$ cat src/rtl/rfdw_pkg.sv
// Purpose: Shared constants for frame descriptor write-back
// Assumes: Descriptor words are 32 bits, byte offsets below
// Notes: APB offsets are byte addresses of aligned words
// =====================================================
// Package
package rfdw_pkg;
  // Descriptor word byte offsets
  localparam logic [7:0] W0_OFF = 8'h00;
  localparam logic [7:0] W2_OFF = 8'h08;
  localparam logic [7:0] W3_OFF = 8'h0C;
  localparam logic [7:0] HDR_OFF = 8'h10;
  // Word 0 fields
  localparam int LIST_END_BIT = 31;
  localparam int SUSP_BIT = 30;
  localparam int LAYOUT_BIT = 19;
  localparam int C_BIT = 15;
  localparam int B_BIT = 14;
  localparam int OK_BIT = 13;
  localparam int ST_LEN = 12;
  localparam int ST_CRC = 11;
  localparam int ST_ALN = 10;
  localparam int ST_NRES = 9;
  localparam int ST_OVR = 8;
  localparam int ST_SHRT = 7;
  localparam int ST_NOCL = 6;
  localparam int ST_TRNC = 5;
  localparam int ST_NOMATCH = 1;
  localparam int ST_COLL = 0;
  // Word 3 fields
  localparam int EOF_BIT = 15;
  localparam int F_BIT = 14;
  localparam int SIZE_LSB = 16;
  localparam logic [31:0] NO_BD = 32'hFFFF_FFFF;
  localparam int HDR_BYTES = 16;
  localparam logic [2:0] MAX_ADDR_LEN = 3'h6;
  // APB register byte offsets
  localparam logic [11:0] A_CTRL = 12'h000;
  localparam logic [11:0] A_STA_LO = 12'h004;
  localparam logic [11:0] A_STA_HI = 12'h008;
  localparam logic [11:0] A_STAT = 12'h00C;
  localparam logic [11:0] A_CNT = 12'h010;
  localparam int NCNT = 5;
  // Control: [0] save bad, [1] length check, [6:4] address length
  localparam int CT_SAVE = 0;
  localparam int CT_LCHK = 1;
  localparam int CT_ALEN = 4;
  localparam logic [31:0] CTRL_RST = 32'h0000_0060;
  // Status register bits
  localparam int SR_BUSY = 0;
  localparam int SR_SUSP = 1;
  localparam int SR_END = 2;
  localparam int SR_LAST = 16;
  // Sequencer states
  typedef enum logic [2:0] {
    S_IDLE, S_OPEN, S_RECV, S_CALC, S_HDR, S_W3, S_W2, S_FIN
  } rfdw_state_t;
endpackage

$ cat src/rtl/rfdw_core.sv
// Purpose: Receive frame descriptor write-back engine
// Assumes: Fetch and framer logic on core_clk_i hold inputs stable
// Notes: Memory writes use a valid/ready word port
// How it works
// - End-of-list descriptor stops the list after its frame.
// - Suspend bit halts the receive unit once its frame finished.
// - Simplified layout writes all ones as buffer pointer.
// - Flexible layout writes the chained buffer pointer.
// - Active flag written 1 at setup, 0 at completion.
// - Done and active flags change in one word write.
// - Errored frames kept only when save-bad is enabled.
// - Errors counted even for discarded frames.
// - Length error reported only when length check enabled.
// - CRC error on byte-aligned frame sets bit 11.
// - CRC error on misaligned frame sets bit 10.
// - Out of buffer space sets bit 9.
// - Bus overrun sets bit 8.
// - Short frame bit 7, missing closing flag bit 6, 2-4 zero.
// - Truncation bit 5 only in simplified with save-bad.
// - Bit 1 clear when destination equals station address.
// - Late collision after destination sets bit 0.
// - Link field passed on as next descriptor location.
// - All-ones buffer pointer is never followed.
// - Length field stored most significant byte first.
// - Last, used, size, count fields behave as buffer ones.
// - Filled count is 14 bits of meaningful bytes.
// - Header fields packed back to back in memory.
// - Last-buffer flag written at end of reception.
//
// Decided for this implementation: the APB register port and the address map.
`timescale 1ns/100ps
module rfdw_core
  import rfdw_pkg::*;
#(
  parameter int CNT_W = 16
) (
  input wire logic core_clk_i, // 10 MHz clock
  input wire logic resetn_i, // Async reset, low
  input wire logic psel_i, // APB select
  input wire logic penable_i, // APB enable
  input wire logic pwrite_i, // APB write
  input wire logic [11:0] paddr_i, // APB address
  input wire logic [31:0] pwdata_i, // APB write data
  output logic [31:0] prdata_o, // APB read data
  output logic pready_o, // APB ready
  output logic pslverr_o, // APB error
  output logic rx_ready_o, // May start a frame
  input wire logic rx_start_i, // Frame setup pulse
  input wire logic [31:0] fd_base_i, // Descriptor address
  input wire logic [15:0] fd_ctrl_i, // Descriptor upper half
  input wire logic [31:0] fd_link_i, // Descriptor link
  input wire logic [13:0] fd_size_i, // Descriptor size
  input wire logic [31:0] bd_ptr_i, // First buffer pointer
  input wire logic rx_byte_valid_i, // Header byte strobe
  input wire logic [7:0] rx_byte_i, // Header byte
  input wire logic rx_end_i, // End of frame pulse
  input wire logic [13:0] rx_count_i, // Bytes kept
  input wire logic err_len_i, // Length error
  input wire logic err_crc_i, // Frame check error
  input wire logic misalign_i, // Not byte aligned
  input wire logic no_res_i, // Out of buffers
  input wire logic overrun_i, // Bus overrun
  input wire logic too_short_i, // Short frame
  input wire logic no_close_i, // Closing flag missing
  input wire logic truncated_i, // Frame truncated
  input wire logic collision_i, // Late collision
  output logic mem_wvalid_o, // Memory write request
  output logic [31:0] mem_addr_o, // Memory write address
  output logic [31:0] mem_data_o, // Memory write data
  input wire logic mem_wready_i, // Memory write taken
  output logic frame_done_o, // Descriptor closed pulse
  output logic frame_drop_o, // Frame discarded pulse
  output logic [31:0] next_fd_o, // Next descriptor
  output logic bd_follow_o, // Buffer chain to walk
  output logic rx_suspended_o, // Receive unit halted
  output logic list_end_o // End of list reached
);

  // =====================================================
  // Registers and state
  rfdw_state_t state_r, state_nxt;
  logic [31:0] ctrl_r, sta_lo_r, sta_hi_r;
  logic susp_r, end_r;
  logic [15:0] fctl_r;
  logic [31:0] base_r, link_r, bd_r;
  logic [13:0] size_r, cnt_r;
  logic [7:0] hdr_r [HDR_BYTES];
  logic [3:0] hcnt_r;
  logic [2:0] alen_r;
  logic [8:0] ev_r;
  logic pend_r;
  logic [12:0] stat_r, last_r;
  logic ok_r;
  logic [1:0] widx_r, widx_nxt;
  logic [CNT_W-1:0] ecnt_r [NCNT];
  logic [31:0] wdata_nxt;
  logic [7:0] woff_nxt;
  logic nomatch;
  logic wr_go;

  wire logic save_bad = ctrl_r[CT_SAVE];
  wire logic layout_sel = fctl_r[LAYOUT_BIT-16];
  wire logic [3:0] hlen = {alen_r, 1'b0} + 4'h2;
  wire logic [1:0] hlast = 2'((hlen - 4'h1) >> 2);
  wire logic apb_wr = psel_i & penable_i & pwrite_i;

  // Decode a register address, used by the error path only
  function automatic logic mapped(input logic [11:0] a);
    mapped = (a[1:0] == 2'b00) && (a <= A_CNT + 12'h010);
  endfunction

  // =====================================================
  // APB slave: zero wait states, read data latched at setup
  assign pready_o = 1'b1;
  assign pslverr_o = psel_i & penable_i & ~mapped(paddr_i);

  always_ff @(posedge core_clk_i or negedge resetn_i) begin
    if (!resetn_i) begin
      prdata_o <= 32'h0000_0000;
    end else if (psel_i && !penable_i) begin
      unique case (paddr_i)
        A_CTRL: prdata_o <= ctrl_r;
        A_STA_LO: prdata_o <= sta_lo_r;
        A_STA_HI: prdata_o <= sta_hi_r;
        A_STAT: prdata_o <= {3'h0, last_r, 13'h0000, end_r, susp_r,
                             (state_r != S_IDLE)};
        A_CNT: prdata_o <= 32'(ecnt_r[0]);
        A_CNT + 12'h004: prdata_o <= 32'(ecnt_r[1]);
        A_CNT + 12'h008: prdata_o <= 32'(ecnt_r[2]);
        A_CNT + 12'h00C: prdata_o <= 32'(ecnt_r[3]);
        A_CNT + 12'h010: prdata_o <= 32'(ecnt_r[4]);
        default: prdata_o <= 32'h0000_0000;
      endcase
    end
  end

  // Configuration and station address; control and high-word upper halves read as zero
  always_ff @(posedge core_clk_i or negedge resetn_i) begin
    if (!resetn_i) begin
      ctrl_r <= CTRL_RST;
      sta_lo_r <= 32'h0000_0000;
      sta_hi_r <= 32'h0000_0000;
    end else if (apb_wr) begin
      if (paddr_i == A_CTRL) ctrl_r <= pwdata_i & 32'h0000_0073;
      if (paddr_i == A_STA_LO) sta_lo_r <= pwdata_i;
      if (paddr_i == A_STA_HI) sta_hi_r <= pwdata_i & 32'h0000_FFFF;
    end
  end

  // Suspend and end-of-list flags: hardware set beats software clear
  always_ff @(posedge core_clk_i or negedge resetn_i) begin
    if (!resetn_i) begin
      susp_r <= 1'b0;
      end_r <= 1'b0;
    end else begin
      if (frame_done_o && fctl_r[SUSP_BIT-16]) susp_r <= 1'b1;
      else if (apb_wr && paddr_i == A_STAT && pwdata_i[SR_SUSP])
        susp_r <= 1'b0;
      if (frame_done_o && fctl_r[LIST_END_BIT-16]) end_r <= 1'b1;
      else if (apb_wr && paddr_i == A_STAT && pwdata_i[SR_END])
        end_r <= 1'b0;
    end
  end

  // Error statistics; a write clears, but a new error still counts
  always_ff @(posedge core_clk_i or negedge resetn_i) begin
    if (!resetn_i) begin
      for (int i = 0; i < NCNT; i++) ecnt_r[i] <= '0;
    end else begin
      for (int i = 0; i < NCNT; i++) begin
        if (state_r == S_CALC && stat_r[ST_CRC - i]) begin
          ecnt_r[i] <= ecnt_r[i] + 1'b1;
        end else if (apb_wr && paddr_i == A_CNT + 12'(4 * i)) begin
          ecnt_r[i] <= '0;
        end
      end
    end
  end

  // =====================================================
  // Frame capture
  assign rx_ready_o = (state_r == S_IDLE) & ~susp_r & ~end_r;

  // Descriptor fields latched at setup so fetch logic may move on
  always_ff @(posedge core_clk_i or negedge resetn_i) begin
    if (!resetn_i) begin
      fctl_r <= 16'h0000;
      base_r <= 32'h0000_0000;
      link_r <= 32'h0000_0000;
      size_r <= 14'h0000;
      alen_r <= 3'h0;
    end else if (rx_ready_o && rx_start_i) begin
      fctl_r <= fd_ctrl_i;
      base_r <= fd_base_i;
      link_r <= fd_link_i;
      size_r <= fd_size_i;
      // Address length clamps at six bytes
      alen_r <= (ctrl_r[CT_ALEN+:3] > MAX_ADDR_LEN) ? MAX_ADDR_LEN :
                ctrl_r[CT_ALEN+:3];
    end
  end

  // Header bytes packed in arrival order: dest, source, length
  always_ff @(posedge core_clk_i or negedge resetn_i) begin
    if (!resetn_i) begin
      hcnt_r <= 4'h0;
      for (int i = 0; i < HDR_BYTES; i++) hdr_r[i] <= 8'h00;
    end else if (rx_ready_o && rx_start_i) begin
      hcnt_r <= 4'h0;
      for (int i = 0; i < HDR_BYTES; i++) hdr_r[i] <= 8'h00;
    end else if ((state_r == S_OPEN || state_r == S_RECV) &&
                 rx_byte_valid_i && hcnt_r < hlen) begin
      hdr_r[hcnt_r] <= rx_byte_i;
      hcnt_r <= hcnt_r + 4'h1;
    end
  end

  // End-of-frame report held until the setup write has gone out
  always_ff @(posedge core_clk_i or negedge resetn_i) begin
    if (!resetn_i) begin
      pend_r <= 1'b0;
      ev_r <= 9'h000;
      cnt_r <= 14'h0000;
      bd_r <= 32'h0000_0000;
    end else if (rx_end_i &&
                 (state_r == S_OPEN || state_r == S_RECV)) begin
      pend_r <= 1'b1;
      ev_r <= {err_len_i, err_crc_i, misalign_i, no_res_i, overrun_i,
               too_short_i, no_close_i, truncated_i, collision_i};
      cnt_r <= rx_count_i;
      bd_r <= layout_sel ? bd_ptr_i : NO_BD;
    end else if (state_r == S_CALC) begin
      pend_r <= 1'b0;
    end
  end

  // Destination compared with station address over its length
  always_comb begin
    logic [47:0] sta;
    sta = {sta_hi_r[15:0], sta_lo_r};
    nomatch = 1'b0;
    for (int i = 0; i < 6; i++) begin
      if (3'(i) < alen_r && hdr_r[i] != sta[8*i+:8]) nomatch = 1'b1;
    end
  end

  // Status word computed once, before any closing write
  always_ff @(posedge core_clk_i or negedge resetn_i) begin
    if (!resetn_i) begin
      stat_r <= 13'h0000;
      ok_r <= 1'b0;
    end else if (state_r == S_RECV && pend_r) begin
      stat_r <= 13'h0000;
      stat_r[ST_LEN] <= ev_r[8] & ctrl_r[CT_LCHK];
      stat_r[ST_CRC] <= ev_r[7] & ~ev_r[6];
      stat_r[ST_ALN] <= ev_r[7] & ev_r[6];
      stat_r[ST_NRES] <= ev_r[5];
      stat_r[ST_OVR] <= ev_r[4];
      stat_r[ST_SHRT] <= ev_r[3];
      stat_r[ST_NOCL] <= ev_r[2];
      stat_r[ST_TRNC] <= ev_r[1] & ~layout_sel & save_bad;
      stat_r[ST_NOMATCH] <= nomatch;
      stat_r[ST_COLL] <= ev_r[0];
      ok_r <= ~(|{ev_r[8] & ctrl_r[CT_LCHK], ev_r[7:0]});
    end
  end

  // =====================================================
  // Write-back sequencer
  assign wr_go = mem_wvalid_o & mem_wready_i;

  always_comb begin
    state_nxt = state_r;
    widx_nxt = widx_r;
    unique case (state_r)
      S_IDLE: if (rx_ready_o && rx_start_i) state_nxt = S_OPEN;
      S_OPEN: if (wr_go) state_nxt = S_RECV;
      S_RECV: if (pend_r) state_nxt = S_CALC;
      S_CALC: begin
        widx_nxt = 2'h0;
        // Bad frames without save-bad only release the active flag
        state_nxt = (ok_r || save_bad) ? S_HDR : S_FIN;
      end
      S_HDR: if (wr_go) begin
        if (widx_r == hlast) state_nxt = S_W3;
        else widx_nxt = widx_r + 2'h1;
      end
      S_W3: if (wr_go) state_nxt = S_W2;
      S_W2: if (wr_go) state_nxt = S_FIN;
      S_FIN: if (wr_go) state_nxt = S_IDLE;
    endcase
  end

  // Word chosen for the next request
  wire logic keep = ok_r | save_bad;
  always_comb begin
    woff_nxt = W0_OFF;
    wdata_nxt = 32'h0000_0000;
    unique case (state_nxt)
      S_OPEN: wdata_nxt = {fctl_r, 2'b01, 14'h0000};
      S_HDR: begin
        woff_nxt = HDR_OFF + {4'h0, widx_nxt, 2'b00};
        wdata_nxt = {hdr_r[{widx_nxt, 2'd3}], hdr_r[{widx_nxt, 2'd2}],
                     hdr_r[{widx_nxt, 2'd1}], hdr_r[{widx_nxt, 2'd0}]};
      end
      S_W3: begin
        woff_nxt = W3_OFF;
        // Last and used flags set, filled count as in a buffer
        wdata_nxt = {2'b00, size_r, 2'b11, cnt_r};
      end
      S_W2: begin
        woff_nxt = W2_OFF;
        wdata_nxt = bd_r;
      end
      // Done and active flip together with the status
      S_FIN: wdata_nxt = {fctl_r, keep, 1'b0, keep & ok_r,
                          keep ? stat_r : 13'h0000};
      default: wdata_nxt = 32'h0000_0000;
    endcase
  end

  // Registered request; header and status precede word 0 for kept frames
  always_ff @(posedge core_clk_i or negedge resetn_i) begin
    if (!resetn_i) begin
      state_r <= S_IDLE;
      widx_r <= 2'h0;
      mem_wvalid_o <= 1'b0;
      mem_addr_o <= 32'h0000_0000;
      mem_data_o <= 32'h0000_0000;
    end else begin
      state_r <= state_nxt;
      widx_r <= widx_nxt;
      if (state_nxt != state_r || widx_nxt != widx_r) begin
        mem_wvalid_o <= state_nxt inside {S_OPEN, S_HDR, S_W3, S_W2,
                                          S_FIN};
        mem_addr_o <= base_r + {24'h00_0000, woff_nxt};
        mem_data_o <= wdata_nxt;
      end
    end
  end

  // Completion pulses and hand-off of the link
  always_ff @(posedge core_clk_i or negedge resetn_i) begin
    if (!resetn_i) begin
      frame_done_o <= 1'b0;
      frame_drop_o <= 1'b0;
      next_fd_o <= 32'h0000_0000;
      bd_follow_o <= 1'b0;
      last_r <= 13'h0000;
    end else begin
      frame_done_o <= (state_r == S_FIN) && wr_go && keep;
      frame_drop_o <= (state_r == S_FIN) && wr_go && !keep;
      if (state_r == S_FIN && wr_go && keep) begin
        next_fd_o <= link_r;
        bd_follow_o <= layout_sel && bd_r != NO_BD;
        last_r <= stat_r;
      end
    end
  end

  assign rx_suspended_o = susp_r;
  assign list_end_o = end_r;
endmodule

$ cat config.mk
export PLATFORM = sky130hd
export DESIGN_NAME = rfdw_core
export DESIGN_NICKNAME = d
export VERILOG_FILES = /design/src/rtl/rfdw_pkg.sv /design/src/rtl/rfdw_core.sv
export SDC_FILE = /design/constraint.sdc
export NUM_CORES = 1
export LEC_CHECK = 0
export BUFFER_PORTS_ARGS = -buffer_cell sky130_fd_sc_hd__buf_2
export CORE_MARGIN = 5
export CORE_UTILIZATION = 58
export CTS_CLUSTER_DIAMETER = 50
export DETAILED_ROUTE_END_ITERATION = 8
export GPL_ROUTABILITY_DRIVEN = 0
export PLACE_DENSITY = 0.79
export SLEW_MARGIN = 10
export SYNTH_ARGS = -nofsm -noshare
export SYNTH_HDL_FRONTEND = slang
export SYNTH_SLANG_ARGS = --single-unit
$ cat constraint.sdc
create_clock -name core_clk_i -period 7.3 [get_ports core_clk_i]
set_input_delay 1.46 -clock core_clk_i [delete_from_list [all_inputs] [get_ports core_clk_i]]
set_output_delay 1.46 -clock core_clk_i [all_outputs]
set_load 0.02 [all_outputs]
==> metrics.txt, run 1 <==
CP peak stage delay=0.47 ns; die area=52600 µm²; DR iter-0 viols=2733; core footprint=47600 µm²; crit path time final=4.84 ns; Syn. warnings=0; Leakage Power=16.6 nW; pre-CTS WS=1.93 ns; CTS tree=done; dominant cells by area after synthesis=dfrtp_1, mux2i_1, nand2_1; PD cells=379 nW/µm²; hold_buf cts=0; Worst path slowest cell=nand2_1; vias in the first global route=22.8k; Worst Skew=0.0175 ns; Tot GR Track Use=31.2%; Cells after Synth=2724; Worst-path clk slew=0.05 ns; outcome=completed; row count=80; vias per inst=6.21; worst setup margin=2.46 ns; clk_lat worst skew=0.61 ns; die width=229 µm; async set or reset register ratio after synthesis=100%; Cell Area, Synth=27900 µm²; Die Span Y=229 µm; fin crit share=66.3%; first-pass GRT wire length=131 mm; library cells used by synthesis=88; Initial Util=58.5%; most used cell, CP=buf_2; largest net degree at the start of global routing=190; syn avg cell area=10.2 µm²; final WL=83.0 mm; CTS max path bufs=3; Final ANT Viol Nets=0; post-route cell area=32100 µm²; Worst Path Max Fanout=19; Final HPWL DP=59.3 mm; beginning of the critical path=paddr_i[9]; Post-synth EDFFs=0; dominant cell type by area after synthesis=dfrtp_1; Routed WL per cell=22.7 µm; initial antenna violation count=12; most frequent cells after synthesis=dfrtp_1, nand2_1, nor2_1; IO Port Bufs=345; Hold Fails Final Rpt=0; maximum vdd drop=0.282 mV; Max Fclk=207 MHz; unrepaired setup endpoints after global routing=no; area delta synth->final=15.1%; Hold Crit Class=reg2reg; remaining global-route overflow=0; number of setup buffers added after CTS=0; CP endpoint kind=primary output; Crit path required time=5.84 ns; Max Slew Vio Count=0; vias=22.7k; htree depth=3; TritonRoute pass-1 iters=9; Main synth FF type=dfrtp_1; CTS Root Cell=clkbuf_16; Yosys reg bits=578; TritonCTS buffer count=66; clk sinks=578; Synth top area share=51.7%; Post-route DRC=0; most frequent cell after synthesis=dfrtp_1; Placement Cell Area=29800 µm²; number of gates resized after cts=0; Seq/Total Area, Yosys=51.9%; critical path class=in2out; syn_nets=2950; Nets=3215; crit path cell chain=buf_2, nor4_2, nand2_1, nor3_2, buf_4, o21ai_0, and3_1, buf_2; reg-to-reg startpoint=alen_r[0]$_DFFE_PN0P_; io pins=347; arrival time worst endpoint=3.38 ns; actual slew at the worst max-slew pin=1.31 ns; final setup TNS=0 ns; Critical Path Start Type=primary input; share of layout cells above drive strength 1=20.4%; Slew HR=12.7%; Max-cap violations=0; min-delay src=link_r[14]$_DFFE_PN0P_; endpoints failing setup=0
[where the power goes]
part           internal [mW]  total (mW)  switching, mW
Clock                   2.08        3.46           1.38
Sequential              4.01        4.90          0.889
Combinational           1.44        3.80           2.36
Total                   7.53        12.2           4.63
[worst max-delay path: cells and delay by family]
family / cells / cell delay, ns
and+or+nand+nor: 4 / 1.24
buffers and inverters: 3 / 0.55
AOI/OAI and AO/OA: 1 / 0.13
[cells in the final DEF, fill, tap and decap left out, types with 13 or more instances in the layout]
cell type / Yosys / routed
dfrtp_1: 576 / 576
nand2_1: 453 / 453
buf_2: 35 / 344
nor2_1: 240 / 239
mux2i_1: 239 / 239
o21ai_0: 160 / 160
nand3_1: 105 / 104
mux2_2: 102 / 102
a21oi_1: 68 / 68
clkbuf_16: 0 / 67
nand4_1: 66 / 66
xnor2_1: 51 / 51
a31oi_1: 49 / 49
inv_1: 47 / 47
xor2_1: 38 / 38
a221o_1: 30 / 30
mux2_1: 30 / 30
and3_1: 28 / 27
nor3_1: 20 / 20
and2_1: 20 / 20
a22oi_1: 18 / 18
o22ai_1: 16 / 16
ha_1: 15 / 15
a22o_1: 14 / 14
buf_4: 6 / 14
a32o_1: 13 / 13
clkbuf_8: 0 / 13
[through the flow]
step                hold WS, ns  utilization [%]  cells  total power, mW
floorplan                 0.437                -   2724             7.42
global placement          0.451             62.5   3536             8.49
detailed placement        0.457             62.5   3536             8.65
CTS                       0.471             67.3   3654             12.1
global route              0.492             67.3   3658             12.8
finish                    0.469             67.3   3660             12.2
[state kept, by name (all words and copies together) (netlist names), 16 cells and up]
signal      count
ecnt_r         80
fctl_r         16
next_fd_o      32
mem_addr_o     32
prdata_o       32
hdr_r         128
link_r         32
bd_r           32
mem_data_o     32
sta_lo_r       32
base_r         32
sta_hi_r       16
[layout make-up]
cell class	instances	area (µm²)
Clock buffer	84	1870
Clock inverter	34	413
Multi-Input combinational cell	1933	12500
Timing Repair Buffer	362	1900
Inverter	48	180
Tap cell	615	769
Antenna cell	6	15.0
Sequential cell	578	14500
Fill cell	3611	15600
[routing by layer]
layer / GRT usage [%] / part of all wire, % / vias up
met5: 0 / 0.076 / -
met4: 13.3 / 4.8 / 12
met3: 7.84 / 9.2 / 255
met2: 49.6 / 47 / 1130
met1: 41.1 / 39 / 11200
li1: - / - / 10200
[worst paths after layout]
kind / endpoint / slack, ns / depth (start not counted)
worst max-delay path: pslverr_o / 2.46 / 8
worst min-delay path: link_r[14]$_DFFE_PN0P_ / 0.47 / 2
worst max register to register: mem_addr_o[11]$_DFFE_PN0P_ / 2.50 / 14
worst min register to register: link_r[14]$_DFFE_PN0P_ / 0.47 / 2
max in group asynchronous: link_r[4]$_DFFE_PN0P_ / 4.99 / 2
min in group asynchronous: ecnt_r[30]$_DFFE_PN0P_ / 0.81 / 1
[cells by family after synthesis]
kind of cell	share of synthesized area (%)
AND/OR/NAND/NOR	16.3
flip-flops	51.9
AO/OA/AOI/OAI	10.6
multiplexers	14.0
buffers and inverters	3.61
XOR/XNOR	2.88
adder cells (fa/ha/maj)	0.745
other	0.0134
Power figures use the tool's default switching activity.
==> run 2, diff against run 1 <==
--- a/config.mk
+++ b/config.mk
@@ -7,11 +7,11 @@
 export LEC_CHECK = 0
 export BUFFER_PORTS_ARGS = -buffer_cell sky130_fd_sc_hd__buf_2
 export CORE_MARGIN = 5
-export CORE_UTILIZATION = 58
+export CORE_UTILIZATION = 53
 export CTS_CLUSTER_DIAMETER = 50
 export DETAILED_ROUTE_END_ITERATION = 8
 export GPL_ROUTABILITY_DRIVEN = 0
-export PLACE_DENSITY = 0.79
+export PLACE_DENSITY = 0.76
 export SLEW_MARGIN = 10
 export SYNTH_ARGS = -nofsm -noshare
 export SYNTH_HDL_FRONTEND = slang
==> constraint.sdc (replaced) <==
create_clock -name core_clk_i -period 4.4 [get_ports core_clk_i]
set_input_delay 0.88 -clock core_clk_i [delete_from_list [all_inputs] [get_ports core_clk_i]]
set_output_delay 0.88 -clock core_clk_i [all_outputs]
set_load 0.02 [all_outputs]
==> metrics.txt, run 2 (synthesis results as in run 1) <==
outcome=completed; Placed Cells=3636 (+2.8%); Final ANT Viol Nets=0 (unchanged); TritonRoute pass-1 iters=8 (-1); r2r worst-path depth=15 (+1); final WL=84.8 mm (+2.1%); beginning of the critical path=alen_r[0]$_DFFE_PN0P_; final setup TNS=0 ns (unchanged); Worst path slowest cell=dfrtp_1; commonest cells after routing, fill and taps aside=dfrtp_1, nand2_1, buf_2; clk sinks=578 (unchanged); Nets=3242 (+0.84%); reg-to-reg startpoint=alen_r[0]$_DFFE_PN0P_; Critical Path Start Type=flop; CTS Root Cell=clkbuf_16; unrepaired setup endpoints after global routing=no; Final HPWL DP=61.2 mm (+3.2%); DR iter-0 viols=2621 (-4.1%); number of gates resized after cts=0 (unchanged); crit path time final=4.08 ns; maximum vdd drop=0.677 mV (+140%); clk_lat worst skew=0.59 ns (-0.02 ns); pre-CTS WS=0.268 ns (-1.66 ns); sequential power share=40.0% (-0.3 points); core footprint=52300 µm² (+9.9%); critical path class=reg2reg; initial antenna violation count=17 (+5); worst flop-to-flop path endpoint=mem_addr_o[24]$_DFFE_PN0P_; switching share of power=38.2% (+0.094 points); Die Span Y=239 µm (+4.4%); Routed WL per cell=22.5 µm (-0.57%); first-pass GRT wire length=132 mm (+1.2%); flop-to-flop setup slack=0.32 ns (-2.18 ns); post-route cell area=32300 µm² (+0.82%); Max-cap violations=0 (unchanged); Max Slew Vio Count=0 (unchanged); Fill cells=4324 (+20%); area delta synth->final=16.0%; row count=84 (+5.0%); Slew HR=20.6% (+7.9 points); Tot GR Track Use=29.2% (-2.0 points); commonest non-fill, non-tap cell in the layout=dfrtp_1; hold_buf cts=0 (unchanged); Worst Skew=0.0286 ns (+0.0111 ns); Initial Util=53.3% (-5.2 points); TritonCTS buffer count=66 (unchanged); endpoints failing setup=0 (unchanged); CP peak stage delay=0.48 ns (about the same); max reg flops=128 (unchanged); Hold Slack=0.391 ns (-0.0780 ns); fin util=61.8% (-5.5 points); fin cells=3760 (+2.7%); Max Fclk=245 MHz; htree depth=3 (unchanged); IO Port Bufs=345 (unchanged); die width=239 µm (+4.4%); part of the power in the clock network=27.7% (-0.7 points); Post-route DRC=0 (unchanged); vias in the first global route=22.9k (+0.46%); fin crit share=92.8%; remaining global-route overflow=0 (unchanged); worst setup margin=0.316 ns (-2.14 ns); largest net degree at the start of global routing=105 (-45%); Worst Path Max Fanout=8 (-11); largest register by flop count=hdr_r; number of setup buffers added after CTS=0 (unchanged); Cell Int Power=12.5 mW (+66%); P_sw=7.72 mW (+67%); Hold Fails Final Rpt=0 (unchanged); CP endpoint=mem_addr_o[24]$_DFFE_PN0P_; Power Total=20.2 mW (+66%); vias=22.7k (+0.13%); biggest regs=hdr_r x128, ecnt_r x80; vias per inst=6.05 (-2.5%); CP endpoint kind=flop; Placement Cell Area=30100 µm² (+1.1%); CTS tree=done; share of layout cells above drive strength 1=20.8% (+0.48 points); actual slew at the worst max-slew pin=1.19 ns (-0.118 ns); die area=57300 µm² (+9.0%); crit path cell chain=ha_1, xnor3_1, nor2_2, o311ai_4, nor2_4, inv_2, nor2_1, o21a_1, fa_1, nor2b_1, o21bai_1, nor3_1, nand4_1, xor2_1, o21ai_0; arrival time worst endpoint=4.58 ns (+1.20 ns); Crit path required time=4.90 ns (-0.94 ns); Leakage Power=16.7 nW (+0.59%); Hold Crit Class=in2async; Comb power frac=32.3% (+1.1 points); Worst-path clk slew=0.06 ns (about the same); CTS max path bufs=3 (unchanged); io pins=347 (unchanged); PD cells=626 nW/µm² (+65%)
[run 2: cell count changes in the layout (fill, tap and decap cells not counted), moves of 2 or more]
cell	change
clkbuf_1	+2
clkbuf_8	-2
buf_12	+2
clkinv_2	-3
diode_2	+6
buf_4	+25
inv_6	-2
clkinv_4	-2
[run 2: worst min path at each step]
stage / from / end / slack, ns / cells past startpoint
floorplan: size_r[0]$_DFFE_PN0P_ / size_r[0]$_DFFE_PN0P_ / 0.44 / 2
global placement: link_r[7]$_DFFE_PN0P_ / link_r[7]$_DFFE_PN0P_ / 0.45 / 2
detailed placement: fctl_r[13]$_DFFE_PN0P_ / fctl_r[13]$_DFFE_PN0P_ / 0.46 / 2
CTS: resetn_i / base_r[3]$_DFFE_PN0P_ / 0.42 / 1
global route: resetn_i / prdata_o[14]$_DFFE_PN0P_ / 0.45 / 1
finish: resetn_i / prdata_o[14]$_DFFE_PN0P_ / 0.39 / 1
[run 2: power by group through the flow]
stage / logic, mW / clock network, mW / registers, mW
floorplan: 4.47 / 0 / 7.84
global placement: 6.25 / 0 / 8.06
detailed placement: 6.43 / 0 / 8.12
CTS: 6.47 / 5.67 / 8.05
global route: 7.10 / 5.90 / 8.23
finish: 6.53 / 5.61 / 8.10
[run 2: final cells by class]
type	count	area (µm²)	share of cell area [%]
Timing Repair Buffer	389	2130	6.58
Tap cell	688	861	2.66
Clock inverter	27	335	1.04
Sequential cell	578	14500	44.7
Antenna cell	12	30.0	0.0928
Inverter	48	180	0.557
Clock buffer	85	1880	5.80
Multi-Input combinational cell	1933	12500	38.5
[run 2: worst max-delay path, delay by kind of cell (launching register included)]
kind	cells	cell delay, ns
flops	1	0.48
compound gates	4	0.80
xor+xnor	2	0.59
fa+ha+maj	2	0.84
buf+inv	1	0.16
simple gates	6	1.12
[run 2: per-layer routing]
metal	vias to the layer above	track usage, %	share of wire [%]
met5	-	0	0.044
met4	8	11.8	4.4
met3	233	6.89	8.9
met2	1090	46.0	46
met1	11200	39.3	40
li1	10200	-	-
